`src/verilog/pbvs_pkg.sv`:
```
// pbvs_pkg: constants and types for the receiver self-test status block.
// assumes every user of it runs on one 100 MHz core clock.
package pbvs_pkg;

  // ----------------------------------------------------------------
  // test modes
  // ----------------------------------------------------------------
  typedef enum logic [1:0] {
    PBVS_MODE_OFF  = 2'b00,              // normal traffic, verifier idle
    PBVS_MODE_BIST = 2'b01,              // built-in self-test pattern
    PBVS_MODE_PRBS = 2'b10,              // pseudo-random pattern
    PBVS_MODE_PIPE = 2'b11               // pipe mode, no offset cancel here
  } pbvs_mode_t;

  // ----------------------------------------------------------------
  // timing
  // ----------------------------------------------------------------
  localparam int           CORE_CLK_MHZ    = 100;   // core clock rate
  localparam int           ERR_MIN_CYC     = 3;     // prbs error pulse floor, cycles
  localparam int           ERR_CNT_W       = 2;     // width of the pulse counter
  localparam logic [1:0]   ERR_CNT_LOAD    = 2'(ERR_MIN_CYC - 1); // high now plus two more
  localparam logic [1:0]   ERR_CNT_ZERO    = 2'h0;  // counter expired

  // ----------------------------------------------------------------
  // offset cancellation and calibration, counted in sampled clock edges
  // ----------------------------------------------------------------
  localparam int           TICK_CNT_W      = 5;     // width of both tick counters
  localparam logic [4:0]   OFFS_CAL_TICKS  = 5'h10; // reconfig edges per offset cancel
  localparam logic [4:0]   CAL_BLK_TICKS   = 5'h10; // cal clock edges per calibration
  localparam logic [4:0]   TICK_ONE        = 5'h01; // counter step

  // ----------------------------------------------------------------
  // reconfiguration return word layout
  // ----------------------------------------------------------------
  localparam int           RCFG_OFFS_BIT   = 0;     // offset cancellation finished
  localparam int           RCFG_CAL_BIT    = 1;     // calibration block ready
  localparam int           RCFG_STAT_W     = 2;     // status bits below the echo

endpackage : pbvs_pkg

```
`src/verilog/pbvs_vfy_if.sv`:
```
// pbvs_vfy_if: verifier events in, status flags out, between the top and
// the flag keeper. assumes both ends share core_clk.
`timescale 1ns/1ns
`default_nettype none
interface pbvs_vfy_if;
  pbvs_pkg::pbvs_mode_t mode;        // active test mode
  logic                 cycle_done;  // verifier saw a full pattern cycle, pulse
  logic                 err_det;     // verifier saw a pattern error, pulse
  logic                 done;        // completion flag
  logic                 err;         // error flag

  // top drives events, reads flags
  modport src (output mode, output cycle_done, output err_det, input done, input err);
  // flag keeper reads events, drives flags
  modport flg (input mode, input cycle_done, input err_det, output done, output err);
endinterface : pbvs_vfy_if
`default_nettype wire

```
`src/verilog/pbvs_flags.sv`:
```
// pbvs_flags: completion and error flags of the pattern verifier.
// assumes events are one-cycle pulses on core_clk; reset is the receiver
// pcs reset, asynchronous and active high.
`timescale 1ns/1ns
`default_nettype none
module pbvs_flags (
  input  wire logic core_clk,    // recovered parallel clock
  input  wire logic reset,       // receiver pcs reset
  pbvs_vfy_if.flg   vif          // events and flags
);

  // ----------------------------------------------------------------
  // state
  // ----------------------------------------------------------------
  logic                                done_r, done_nxt;       // completion
  logic                                err_r, err_nxt;         // error
  logic [pbvs_pkg::ERR_CNT_W-1:0]      cnt_r, cnt_nxt;         // pulse floor
  logic                                seq_err_r, seq_err_nxt; // error in this sequence
  logic                                clean_r, clean_nxt;     // a clean sequence passed

  // next values; only reset clears done, prbs err drops only after the floor and a clean sequence
  always_comb begin
    done_nxt    = done_r;
    err_nxt     = err_r;
    cnt_nxt     = cnt_r;
    seq_err_nxt = seq_err_r;
    clean_nxt   = clean_r;
    if (cnt_r != pbvs_pkg::ERR_CNT_ZERO) begin
      cnt_nxt = cnt_r - 2'h1;
    end
    case (vif.mode)
      pbvs_pkg::PBVS_MODE_BIST: begin
        // full cycle or error both end the test
        if (vif.cycle_done || vif.err_det) begin
          done_nxt = 1'b1;
        end
        if (vif.err_det) begin
          err_nxt = 1'b1;
        end
      end
      pbvs_pkg::PBVS_MODE_PRBS: begin
        if (vif.cycle_done) begin
          done_nxt = 1'b1;
        end
        if (vif.err_det) begin
          // an error landing on a boundary also taints the next sequence:
          // a slightly longer pulse, never a missed one
          err_nxt     = 1'b1;
          cnt_nxt     = pbvs_pkg::ERR_CNT_LOAD;
          seq_err_nxt = 1'b1;
          clean_nxt   = 1'b0;
        end else begin
          if (vif.cycle_done) begin
            seq_err_nxt = 1'b0;
            if (!seq_err_r && err_r) begin
              clean_nxt = 1'b1;
            end
          end
          // drop only after the floor and a clean sequence
          if (err_r && cnt_r == pbvs_pkg::ERR_CNT_ZERO && clean_r) begin
            err_nxt   = 1'b0;
            clean_nxt = 1'b0;
          end
        end
      end
      default: begin
        // flags hold in the other modes
      end
    endcase
  end

  // registers, cleared straight by the pcs reset
  always_ff @(posedge core_clk or posedge reset) begin
    if (reset) begin
      done_r    <= 1'b0;
      err_r     <= 1'b0;
      cnt_r     <= pbvs_pkg::ERR_CNT_ZERO;
      seq_err_r <= 1'b0;
      clean_r   <= 1'b0;
    end else begin
      done_r    <= done_nxt;
      err_r     <= err_nxt;
      cnt_r     <= cnt_nxt;
      seq_err_r <= seq_err_nxt;
      clean_r   <= clean_nxt;
    end
  end

  assign vif.done = done_r;
  assign vif.err  = err_r;

  // ----------------------------------------------------------------
  // checks
  // ----------------------------------------------------------------
  chk_bist_done_set: assert property (@(posedge core_clk) disable iff (reset)
    (vif.mode == pbvs_pkg::PBVS_MODE_BIST && (vif.cycle_done || vif.err_det)) |=> done_r)
    else $error("bist done not raised");
  chk_prbs_done_set: assert property (@(posedge core_clk) disable iff (reset)
    (vif.mode == pbvs_pkg::PBVS_MODE_PRBS && vif.cycle_done) |=> done_r[*3])
    else $error("prbs done not raised and held");
  chk_done_sticky: assert property (@(posedge core_clk) disable iff (reset)
    done_r |=> done_r)
    else $error("done dropped without reset");
  chk_bist_err_hold: assert property (@(posedge core_clk) disable iff (reset)
    (vif.mode == pbvs_pkg::PBVS_MODE_BIST && vif.err_det) |=> err_r[*4])
    else $error("bist error not held");
  chk_prbs_err_floor: assert property (@(posedge core_clk) disable iff (reset)
    (vif.mode == pbvs_pkg::PBVS_MODE_PRBS && vif.err_det) |=> err_r[*3])
    else $error("prbs error shorter than floor");
  chk_prbs_err_drop: assert property (@(posedge core_clk) disable iff (reset)
    (err_r && !err_nxt) |-> (clean_r && cnt_r == pbvs_pkg::ERR_CNT_ZERO))
    else $error("prbs error dropped before a clean sequence");
  chk_reset_clears: assert property (@(posedge core_clk)
    reset |-> (!done_r && !err_r))
    else $error("flags not cleared by reset");
  chk_release_low: assert property (@(posedge core_clk)
    $fell(reset) |-> (!done_r && !err_r && cnt_r == pbvs_pkg::ERR_CNT_ZERO))
    else $error("flags not low after reset release");

endmodule : pbvs_flags
`default_nettype wire

```
`src/verilog/pbvs_top.sv`:
```
// pbvs_top: receiver self-test status, offset cancellation pacing,
// calibration block pacing and the reconfiguration return bus.
// assumes verifier events and mode come from core_clk logic; reconfig bus,
// reconfig clock, cal clock and cal power-down arrive from other domains.
//
// Behaviour
// - bist done on full cycle or error, sticky
// - prbs done on full cycle, sticky
// - bist error flag sticky until pcs reset
// - prbs error high at least three cycles, drops when clean
// - reconfig clock paces offset cancel, except pipe
// - reconfig bus in from controller, status back
// - cal clock paces calibration; power-down stops it
// - pcs reset clears verifier and both flags
// - pcs reset is asynchronous; power-down is synchronised through two flops
`timescale 1ns/1ns
`default_nettype none
module pbvs_top #(
  parameter int RCFG_IN_W  = 4,   // reconfiguration bus from the controller
  parameter int RCFG_OUT_W = 8    // reconfiguration bus back to the controller
) (
  input  wire logic                  core_clk,       // recovered parallel clock
  input  wire logic                  reset,          // receiver pcs reset
  input  wire logic [1:0]            test_mode,      // pbvs_mode_t code
  input  wire logic                  vfy_cycle_done, // full pattern cycle, pulse
  input  wire logic                  vfy_err_det,    // pattern error, pulse
  input  wire logic                  reconfig_clk,   // reconfiguration clock
  input  wire logic [RCFG_IN_W-1:0]  reconfig_in,    // from the controller
  output logic      [RCFG_OUT_W-1:0] reconfig_out,   // to the controller
  input  wire logic                  cal_clk,        // calibration block clock
  input  wire logic                  cal_powerdown,  // calibration power-down
  output logic                       test_done,      // completion flag
  output logic                       test_err,       // error flag
  output logic                       offs_cal_done,  // offset cancellation done
  output logic                       cal_ready       // calibration done, powered
);

  // ----------------------------------------------------------------
  // elaboration checks
  // ----------------------------------------------------------------
  if (RCFG_IN_W < 1 || RCFG_OUT_W < RCFG_IN_W + pbvs_pkg::RCFG_STAT_W) begin : g_bad_w
    $error("reconfig_out too narrow for status plus echo");
  end
  // a zero target is only met once the counter wraps, far later than meant
  if (pbvs_pkg::OFFS_CAL_TICKS == '0 || pbvs_pkg::CAL_BLK_TICKS == '0) begin : g_bad_tick
    $error("tick targets must be nonzero");
  end

  // ----------------------------------------------------------------
  // verifier flags
  // ----------------------------------------------------------------
  pbvs_vfy_if vif ();   // link to the flag keeper

  assign vif.mode       = pbvs_pkg::pbvs_mode_t'(test_mode);
  assign vif.cycle_done = vfy_cycle_done;
  assign vif.err_det    = vfy_err_det;

  pbvs_flags u_flags (
    .core_clk (core_clk),
    .reset    (reset),
    .vif      (vif)
  );

  // the flags are flops inside the keeper, so these stay glitch free
  assign test_done = vif.done;
  assign test_err  = vif.err;

  // ----------------------------------------------------------------
  // synchronisers
  // ----------------------------------------------------------------
  logic                 rck_m_r, rck_s_r, rck_d_r;  // reconfig clock stages
  logic                 cck_m_r, cck_s_r, cck_d_r;  // cal clock stages
  logic                 cpd_m_r, cpd_s_r;           // cal power-down stages
  logic [RCFG_IN_W-1:0] rin_m_r, rin_s_r;           // reconfig bus stages

  // two flops per crossing; edge detect only looks at second and third.
  // the bus is static while the controller holds it, so per-bit sync is enough
  always_ff @(posedge core_clk or posedge reset) begin
    if (reset) begin
      rck_m_r <= 1'b0;
      rck_s_r <= 1'b0;
      rck_d_r <= 1'b0;
      cck_m_r <= 1'b0;
      cck_s_r <= 1'b0;
      cck_d_r <= 1'b0;
      cpd_m_r <= 1'b1;   // assume powered down until seen otherwise
      cpd_s_r <= 1'b1;
      rin_m_r <= '0;
      rin_s_r <= '0;
    end else begin
      rck_m_r <= reconfig_clk;
      rck_s_r <= rck_m_r;
      rck_d_r <= rck_s_r;
      cck_m_r <= cal_clk;
      cck_s_r <= cck_m_r;
      cck_d_r <= cck_s_r;
      cpd_m_r <= cal_powerdown;
      cpd_s_r <= cpd_m_r;
      rin_m_r <= reconfig_in;
      rin_s_r <= rin_m_r;
    end
  end

  // rising edge of a sampled slow clock
  function automatic logic pbvs_rise(input logic cur, input logic prev);
    pbvs_rise = cur && !prev;
  endfunction : pbvs_rise

  logic rck_tick;   // one reconfig clock edge seen
  logic cck_tick;   // one cal clock edge seen

  assign rck_tick = pbvs_rise(rck_s_r, rck_d_r);
  assign cck_tick = pbvs_rise(cck_s_r, cck_d_r);

  // ----------------------------------------------------------------
  // offset cancellation and calibration pacing
  // ----------------------------------------------------------------
  logic [pbvs_pkg::TICK_CNT_W-1:0] offs_cnt_r, offs_cnt_nxt;   // reconfig edges
  logic                            offs_done_r, offs_done_nxt; // cancel finished
  logic [pbvs_pkg::TICK_CNT_W-1:0] cal_cnt_r, cal_cnt_nxt;     // cal edges
  logic                            cal_rdy_r, cal_rdy_nxt;     // calibration done
  logic [RCFG_OUT_W-1:0]           rout_r, rout_nxt;           // return word

  // only edges of the sampled clocks advance the counters; the slow clocks
  // must stay well below half the core rate for no edge to be missed
  always_comb begin
    offs_cnt_nxt  = offs_cnt_r;
    offs_done_nxt = offs_done_r;
    cal_cnt_nxt   = cal_cnt_r;
    cal_rdy_nxt   = cal_rdy_r;
    // pipe mode cancels offsets elsewhere, so this pacing waits
    if (vif.mode != pbvs_pkg::PBVS_MODE_PIPE && rck_tick && !offs_done_r) begin
      offs_cnt_nxt = offs_cnt_r + pbvs_pkg::TICK_ONE;
      if (offs_cnt_nxt == pbvs_pkg::OFFS_CAL_TICKS) begin
        offs_done_nxt = 1'b1;
      end
    end
    if (cpd_s_r) begin
      // powered down: lose progress, restart on power-up
      cal_cnt_nxt = '0;
      cal_rdy_nxt = 1'b0;
    end else if (cck_tick && !cal_rdy_r) begin
      cal_cnt_nxt = cal_cnt_r + pbvs_pkg::TICK_ONE;
      if (cal_cnt_nxt == pbvs_pkg::CAL_BLK_TICKS) begin
        cal_rdy_nxt = 1'b1;
      end
    end
    // status low, echo of the controller word above it
    rout_nxt                          = '0;
    rout_nxt[pbvs_pkg::RCFG_OFFS_BIT] = offs_done_nxt;
    rout_nxt[pbvs_pkg::RCFG_CAL_BIT]  = cal_rdy_nxt;
    rout_nxt[pbvs_pkg::RCFG_STAT_W +: RCFG_IN_W] = rin_s_r;
  end

  always_ff @(posedge core_clk or posedge reset) begin
    if (reset) begin
      offs_cnt_r  <= '0;
      offs_done_r <= 1'b0;
      cal_cnt_r   <= '0;
      cal_rdy_r   <= 1'b0;
      rout_r      <= '0;
    end else begin
      offs_cnt_r  <= offs_cnt_nxt;
      offs_done_r <= offs_done_nxt;
      cal_cnt_r   <= cal_cnt_nxt;
      cal_rdy_r   <= cal_rdy_nxt;
      rout_r      <= rout_nxt;
    end
  end

  assign offs_cal_done = offs_done_r;
  assign cal_ready     = cal_rdy_r;
  assign reconfig_out  = rout_r;

  // ----------------------------------------------------------------
  // checks
  // ----------------------------------------------------------------
  chk_pipe_offs_hold: assert property (@(posedge core_clk) disable iff (reset)
    (vif.mode == pbvs_pkg::PBVS_MODE_PIPE) |=> $stable(offs_cnt_r))
    else $error("offset counter moved in pipe mode");
  chk_cal_pd_stop: assert property (@(posedge core_clk) disable iff (reset)
    cpd_s_r |=> (cal_cnt_r == '0 && !cal_ready))
    else $error("calibration ran while powered down");
  chk_rcfg_echo: assert property (@(posedge core_clk) disable iff (reset)
    1'b1 |=> reconfig_out[pbvs_pkg::RCFG_STAT_W +: RCFG_IN_W] == $past(rin_s_r))
    else $error("reconfig echo wrong");

  // the pacing outputs are sticky, or cleared only by their own stop
  chk_offs_sticky: assert property (@(posedge core_clk) disable iff (reset)
    offs_cal_done |=> offs_cal_done)
    else $error("offset cancel done dropped without reset");
  chk_cal_rdy_hold: assert property (@(posedge core_clk) disable iff (reset)
    (cal_ready && !cpd_s_r) |=> cal_ready)
    else $error("calibration ready dropped while powered");

  // done only once the counter has seen the full number of edges
  chk_offs_target: assert property (@(posedge core_clk) disable iff (reset)
    $rose(offs_cal_done) |-> (offs_cnt_r == pbvs_pkg::OFFS_CAL_TICKS))
    else $error("offset cancel done before its edge count");
  chk_cal_target: assert property (@(posedge core_clk) disable iff (reset)
    $rose(cal_ready) |-> (cal_cnt_r == pbvs_pkg::CAL_BLK_TICKS))
    else $error("calibration ready before its edge count");

  // without a sampled reconfig edge the offset counter must not move,
  // so a glitch on the slow clock cannot shorten the cancel
  chk_offs_tick_only: assert property (@(posedge core_clk) disable iff (reset)
    !rck_tick |=> $stable(offs_cnt_r))
    else $error("offset counter moved without a reconfig edge");

  // power-down reaches the block through two flops, so ready falls within
  // three edges of the pin; a pulse shorter than a cycle may go unseen
  chk_pd_clears_rdy: assert property (@(posedge core_clk) disable iff (reset)
    $rose(cal_powerdown) |-> ##[1:3] !cal_ready)
    else $error("calibration ready outlived power-down");

  // bits above the echo carry nothing
  chk_rcfg_top_zero: assert property (@(posedge core_clk) disable iff (reset)
    (reconfig_out >> (pbvs_pkg::RCFG_STAT_W + RCFG_IN_W)) == '0)
    else $error("reconfig return bits above the echo not zero");

endmodule : pbvs_top
`default_nettype wire

```
`config.mk`:
```
export PLATFORM = sky130hd
export DESIGN_NAME = pbvs_top
export DESIGN_NICKNAME = d
export VERILOG_FILES = /design/src/verilog/pbvs_pkg.sv /design/src/verilog/pbvs_vfy_if.sv /design/src/verilog/pbvs_flags.sv /design/src/verilog/pbvs_top.sv
export SDC_FILE = /design/constraint.sdc
export NUM_CORES = 1
export LEC_CHECK = 0
export ABC_AREA = 1
export BUFFER_PORTS_ARGS = -buffer_cell sky130_fd_sc_hd__buf_4
export CAP_MARGIN = 20
export CORE_ASPECT_RATIO = 1.25
export CORE_MARGIN = 2
export CORE_UTILIZATION = 30
export DETAILED_ROUTE_END_ITERATION = 12
export PLACE_DENSITY = 0.56
export SLEW_MARGIN = 20
export SYNTH_ARGS = -nofsm -noshare
export SYNTH_HDL_FRONTEND = slang
export SYNTH_HIERARCHICAL = 1
export SYNTH_SLANG_ARGS = --single-unit
export TNS_END_PERCENT = 20
```
`constraint.sdc`:
```
create_clock -name core_clk -period 1.05 [get_ports core_clk]
set_input_delay 0.0525 -clock core_clk [delete_from_list [all_inputs] [get_ports core_clk]]
set_output_delay 0.0525 -clock core_clk [all_outputs]
set_load 0.02 [all_outputs]
```
## Yosys cells after proc, flatten, opt, wreduce, memory -nomap -nowiden

Cells that the tools add are included.

| word-level totals | value |
|---|---|
| register bits after elaboration | 40 |
| bits of input ports | 13 |
| output and inout bits | 12 |

| operators by class | value |
|---|---|
| add/subtract/negate cells | 3 |
| equal/unequal tests | 9 |
| mux-type cells | 23 |
| reduce and logical (&&, ||, !) cells | 25 |

Operators with widths:

| kind | count |
|---|---|
| $mux 1 | 16 |
| $add 5x1->5 const B | 2 |
| $eq 5x5->1 const B | 2 |
| $mux 5 | 2 |
| $reduce_and 3->1 | 3 |
| $logic_and 1x1->1 | 8 |
| $reduce_bool 2->1 | 4 |
| $mux 2 | 3 |
| $ne 2x2->1 const B | 3 |
| $reduce_bool 3->1 | 2 |
| $logic_not 1->1 | 5 |
| $pmux 1 s2 | 2 |
| $ne 3x2->1 const B | 1 |
| $eq 2x1->1 const B | 1 |
| $eq 2x2->1 const B | 1 |
| $logic_not 2->1 | 1 |
| $ne 2x1->1 const B | 1 |
| $reduce_and 2->1 | 1 |
| $sub 2x1->2 const B | 1 |
| $logic_or 1x1->1 | 1 |

## Logic depth before layout (Yosys ltp)

| logic depth | value |
|---|---|
| depth in word-level cells | 6 |
| gate-level depth with buffers | 8 |
| depth with buffers taken out | 8 |

## Modules after synthesis

The synthesis kept the hierarchy.

By module, submodules not included:

| module | instances | cells an instance | area each (um^2) | seq. area each (um^2) |
|---|---|---|---|---|
| pbvs_top | 1 | 114 | 1232.4 | 803.3 |
| pbvs_flags | 1 | 40 | 311.5 | 150.1 |

## Worst setup path after synthesis

OpenSTA, ideal clock, no wires.

| timing | value |
|---|---|
| path kind | reg2reg |
| start | register cal_cnt_r[0] (netlist name) |
| end | register rout_r[1] (netlist: reconfig_out[1]) |
| library setup time | 0.065 ns |
| data arrival time | 1.029 ns |
| path slack | -0.045 ns |
| stages on the path, launching flop included | 9 |
| path buffers | 0 |
| period minus slack after synthesis | 1.095 ns |
| cell sequence | dfrtp_1 > ha_1 > nand2_1 > inv_2 > nand3_1 > clkinv_1 > nor2_1 > nand2_1 > nand2_1 |

| on the way | value |
|---|---|
| longest elaborated chain between the ends | 5 |

Ends and longest elaborated chain:

| what | line | text |
|---|---|---|
| from (decl) | pbvs_top.sv:120 | `logic [pbvs_pkg::TICK_CNT_W-1:0] cal_cnt_r, cal_cnt_nxt;` |
| from (signal assigned) | pbvs_top.sv:165 | `cal_cnt_r <= cal_cnt_nxt;` |
| $add 5x1->5 | pbvs_top.sv:143 | `cal_cnt_nxt = cal_cnt_r + pbvs_pkg::TICK_ONE;` |
| $eq 5x5->1 | pbvs_top.sv:144 | `if (cal_cnt_nxt == pbvs_pkg::CAL_BLK_TICKS) begin` |
| $mux 1 | pbvs_top.sv:144 |  |
| $mux 1 | pbvs_top.sv:142 | `end else if (cck_tick && !cal_rdy_r) begin` |
| $mux 1 | pbvs_top.sv:138 | `if (cpd_s_r) begin` |
| to (signal assigned) | pbvs_top.sv:167 | `rout_r <= rout_nxt;` |
| to (decl) | pbvs_top.sv:122 | `logic [RCFG_OUT_W-1:0] rout_r, rout_nxt;` |

No other way between the ends.
A chain may end at the register's enable or synchronous reset.

## Worst setup path in the final report

Ends and elaborated chain as after synthesis.

==> results.ini <==
[cells_and_area]
final_common_cell = dfrtp_1
final_cells = 258
final_area_um2 = 2066
final_cell_mix = dfrtp_1, nand2_1, buf_4
fin_nets = 213
syn_to_final_growth_pct = 33.79
antennaDiodeCount = 0
drive_above_1_share_pct = 33.16

[route]
viasPerCell = 4.295
drt-wirelength-per-cell_um = 9.578
detail-route-antenna-nets = 0
drc = 0
wl_met3_um = 102
vias = 1108
top_layer_used = met4
met2_wirelength_um = 1302
first_pass_iters = 4
drt-met1-wl_um = 988
wirelength_um = 2471
drt-initial-drc-count = 11

[setup_path]
cp_slowest_cell = dfrtp_1
reg2reg_from = cal_cnt_r[0]
criticalPathCategory = reg -> reg
r2r_cells = 8
arrival_ns = 1.26
worstPathRequired_ns = 1.24
cp_max_fo = 3
reg2reg_slack_ns = -0.02
crit_chain = ha_2, nand2_2, inv_2, nand3_2, inv_2, nor2_1, nand2_1, nand2_1
worst_path_largest_cell_delay_ns = 0.36
r2r_end = reconfig_out[1]
crit_path_start_kind = flip-flop
endpoint_kind = flip-flop

[pwr]
swShare_pct = 25.64
p_leak_nw = 1.026
intPower_w = 0.002185
clkPwrFrac_pct = 33.8
vdd_ir_drop_max_uv = 842.1
p_per_area_nw_per_um2 = 1422
netSwitchingPower_w = 0.0007533
pwr-share-comb_pct = 11.6
power_frac_seq_pct = 54.6

[floorplanning]
fp.coreArea_um2 = 5007
fp.dieH_um = 84.21
num_io_pins = 25
die-area_um2 = 5740
row_count = 29
start_util_pct = 30.83
die_w_um = 68.17

[global_route]
antenna_found_initial = 0
grt_pass1_vias = 1138
track_usage_pct = 10.57
overflow = 0
grt_max_degree = 33
grt_pass1_wl_um = 4519

[logic_synthesis]
synth_edf_count = 0
ys_seq_area_share_pct = 61.75
synthFlopType = dfrtp_1
synth_area_um2 = 1544
yosys_warnings = 6
synthTopCellsByArea = dfrtp_1, nand2_1, inv_1
netlist.area_leader.share_pct = 58.35
synthCells = 154
synth-seq-cells = 38
yosysUniqueCellTypes = 23
synthArstFlopShare_pct = 100.0
syn_avg_cell_area_um2 = 10.03
synth_top_area_cell = dfrtp_1

[place]
finalWeightedCongestion = 0.7344
post-dp-hpwl_um = 1750
place_area_um2 = 1831
io_buffers = 22
dp_cells = 242

[min_path]
min_from = vfy_cycle_done
min_to = u_flags/seq_err_r
hp-class = in -> reg
whs_path_depth = 4

[clocking]
postCtsSetupBuffers = 0
cts_num_sinks = 38
cts_buffers = 5
clk_pin_slew_ns = 0.08
cts_tree = done
clk_path_buf_depth = 2
htree_levels = 2
clk_root_buffer_cell = clkbuf_8
insertion_delay_ns = 0.29

[job]
maxCapViolCount = 0

[sta]
setup_viol_count_final = 2
fmax_mhz = 937.8
setup_ws_ns = -0.01630
hold_viol = 0
slew_violations = 0
fin_crit_ns = 1.066
rsz0062_at_grt = yes
fin_crit_sh_pct = 101.6
fin_worst_skew_ns = 0.008930

[status]
status = finished, violations left
violations = negative setup slack

[power groups by stage]
stage	Combinational [W]	Sequential [W]	Clock (W)
2_1_floorplan	0.000158	0.00165	0
3_3_place_gp	0.000318	0.00163	0
3_5_place_dp	0.000324	0.00163	0
4_1_cts	0.000349	0.00161	0.00104
5_1_grt	0.000399	0.00161	0.00110
6_report	0.000341	0.00160	0.000993
[worst max path at each step]
stage / from / end / slack [ns] / cells past startpoint
final: cal_cnt_r[0] / reconfig_out[1] / -0.02 / 8
after detailed placement: cal_cnt_r[0] / reconfig_out[1] / -0.03 / 8
after CTS: offs_cnt_r[1] / reconfig_out[0] / -0.01 / 6
after global routing: cal_cnt_r[0] / reconfig_out[1] / -0.09 / 7
after floorplan: cal_cnt_r[0] / reconfig_out[1] / -0.01 / 8
after global placement: cal_cnt_r[0] / reconfig_out[1] / -0.02 / 8
[critical path: cells and delay by family (launching register included)]
family | cells | cell delay (ns)
buffers and inverters | 2 | 0.12
and+or+nand+nor | 5 | 0.26
DFF | 1 | 0.36
adders and majority gates | 1 | 0.21
[per-stage QoR]
stage	utilization, %	setup WS (ns)	setup TNS, ns	hold WS [ns]	power, W
finish	41.25	-0.01630	-0.02221	0.01703	0.002938
global placement	36.56	-0.01572	-0.01714	0.004928	0.001949
detailed placement	36.56	-0.03162	-0.05196	0.003533	0.001958
global route	41.25	-0.09302	-0.4867	0.03087	0.003116
CTS	40.45	-0.01247	-0.02205	0.009460	0.002992
floorplan	-	-0.01355	-0.01355	-0.1565	0.001811
[what timing repair did]
action | in CTS | in global routing
resized for setup | 6 | 14
hold buffers | 8 | 0
hold endpoints to repair | 43 | 0
pin swaps | 4 | 11
endpoints found under the setup margin | 4 | 11
[cells by family after synthesis]
family,after synthesis,share of synthesized area (%)
AND/OR/NAND/NOR,74,22.93
other,1,0.2429
flip-flops,38,61.75
buffers and inverters,25,7.050
adder cells (fa/ha/maj),5,4.052
AO/OA/AOI/OAI,10,3.404
XOR/XNOR,1,0.5674
[synth_stat cells, types with 2 or more instances]
cell type,instances
a21oi_1,4
buf_4,4
dfrtp_1,36
dfstp_2,2
ha_1,5
inv_1,18
inv_2,2
nand2_1,38
nand3_1,10
nand4_1,4
nor2_1,13
nor2_2,4
o21ai_0,3
o21ai_1,2
[registers in the layout, summed over array words and instances, names as in the netlist, 2 cells and up]
name / count
rin_s_r: 4
rin_m_r: 4
reconfig_out: 6
cal_cnt_r: 5
u_flags/cnt_r: 2
offs_cnt_r: 5
[per-layer routing]
layer,track usage (%),vias to the layer above
met4,6.545,0
met3,3.217,7
met5,0,-
li1,-,558
met2,17.92,20
met1,10.99,523
[area by class of cell]
cell class,instances,area [µm²]
Fill cell,508,2942
Sequential cell,38,954.7
Multi-Input combinational cell,92,535.5
Timing Repair Buffer,37,329.1
Inverter,21,78.83
Tap cell,62,77.57
Clock buffer,5,68.82
Clock inverter,3,21.27
Power figures use the tool's default switching activity.
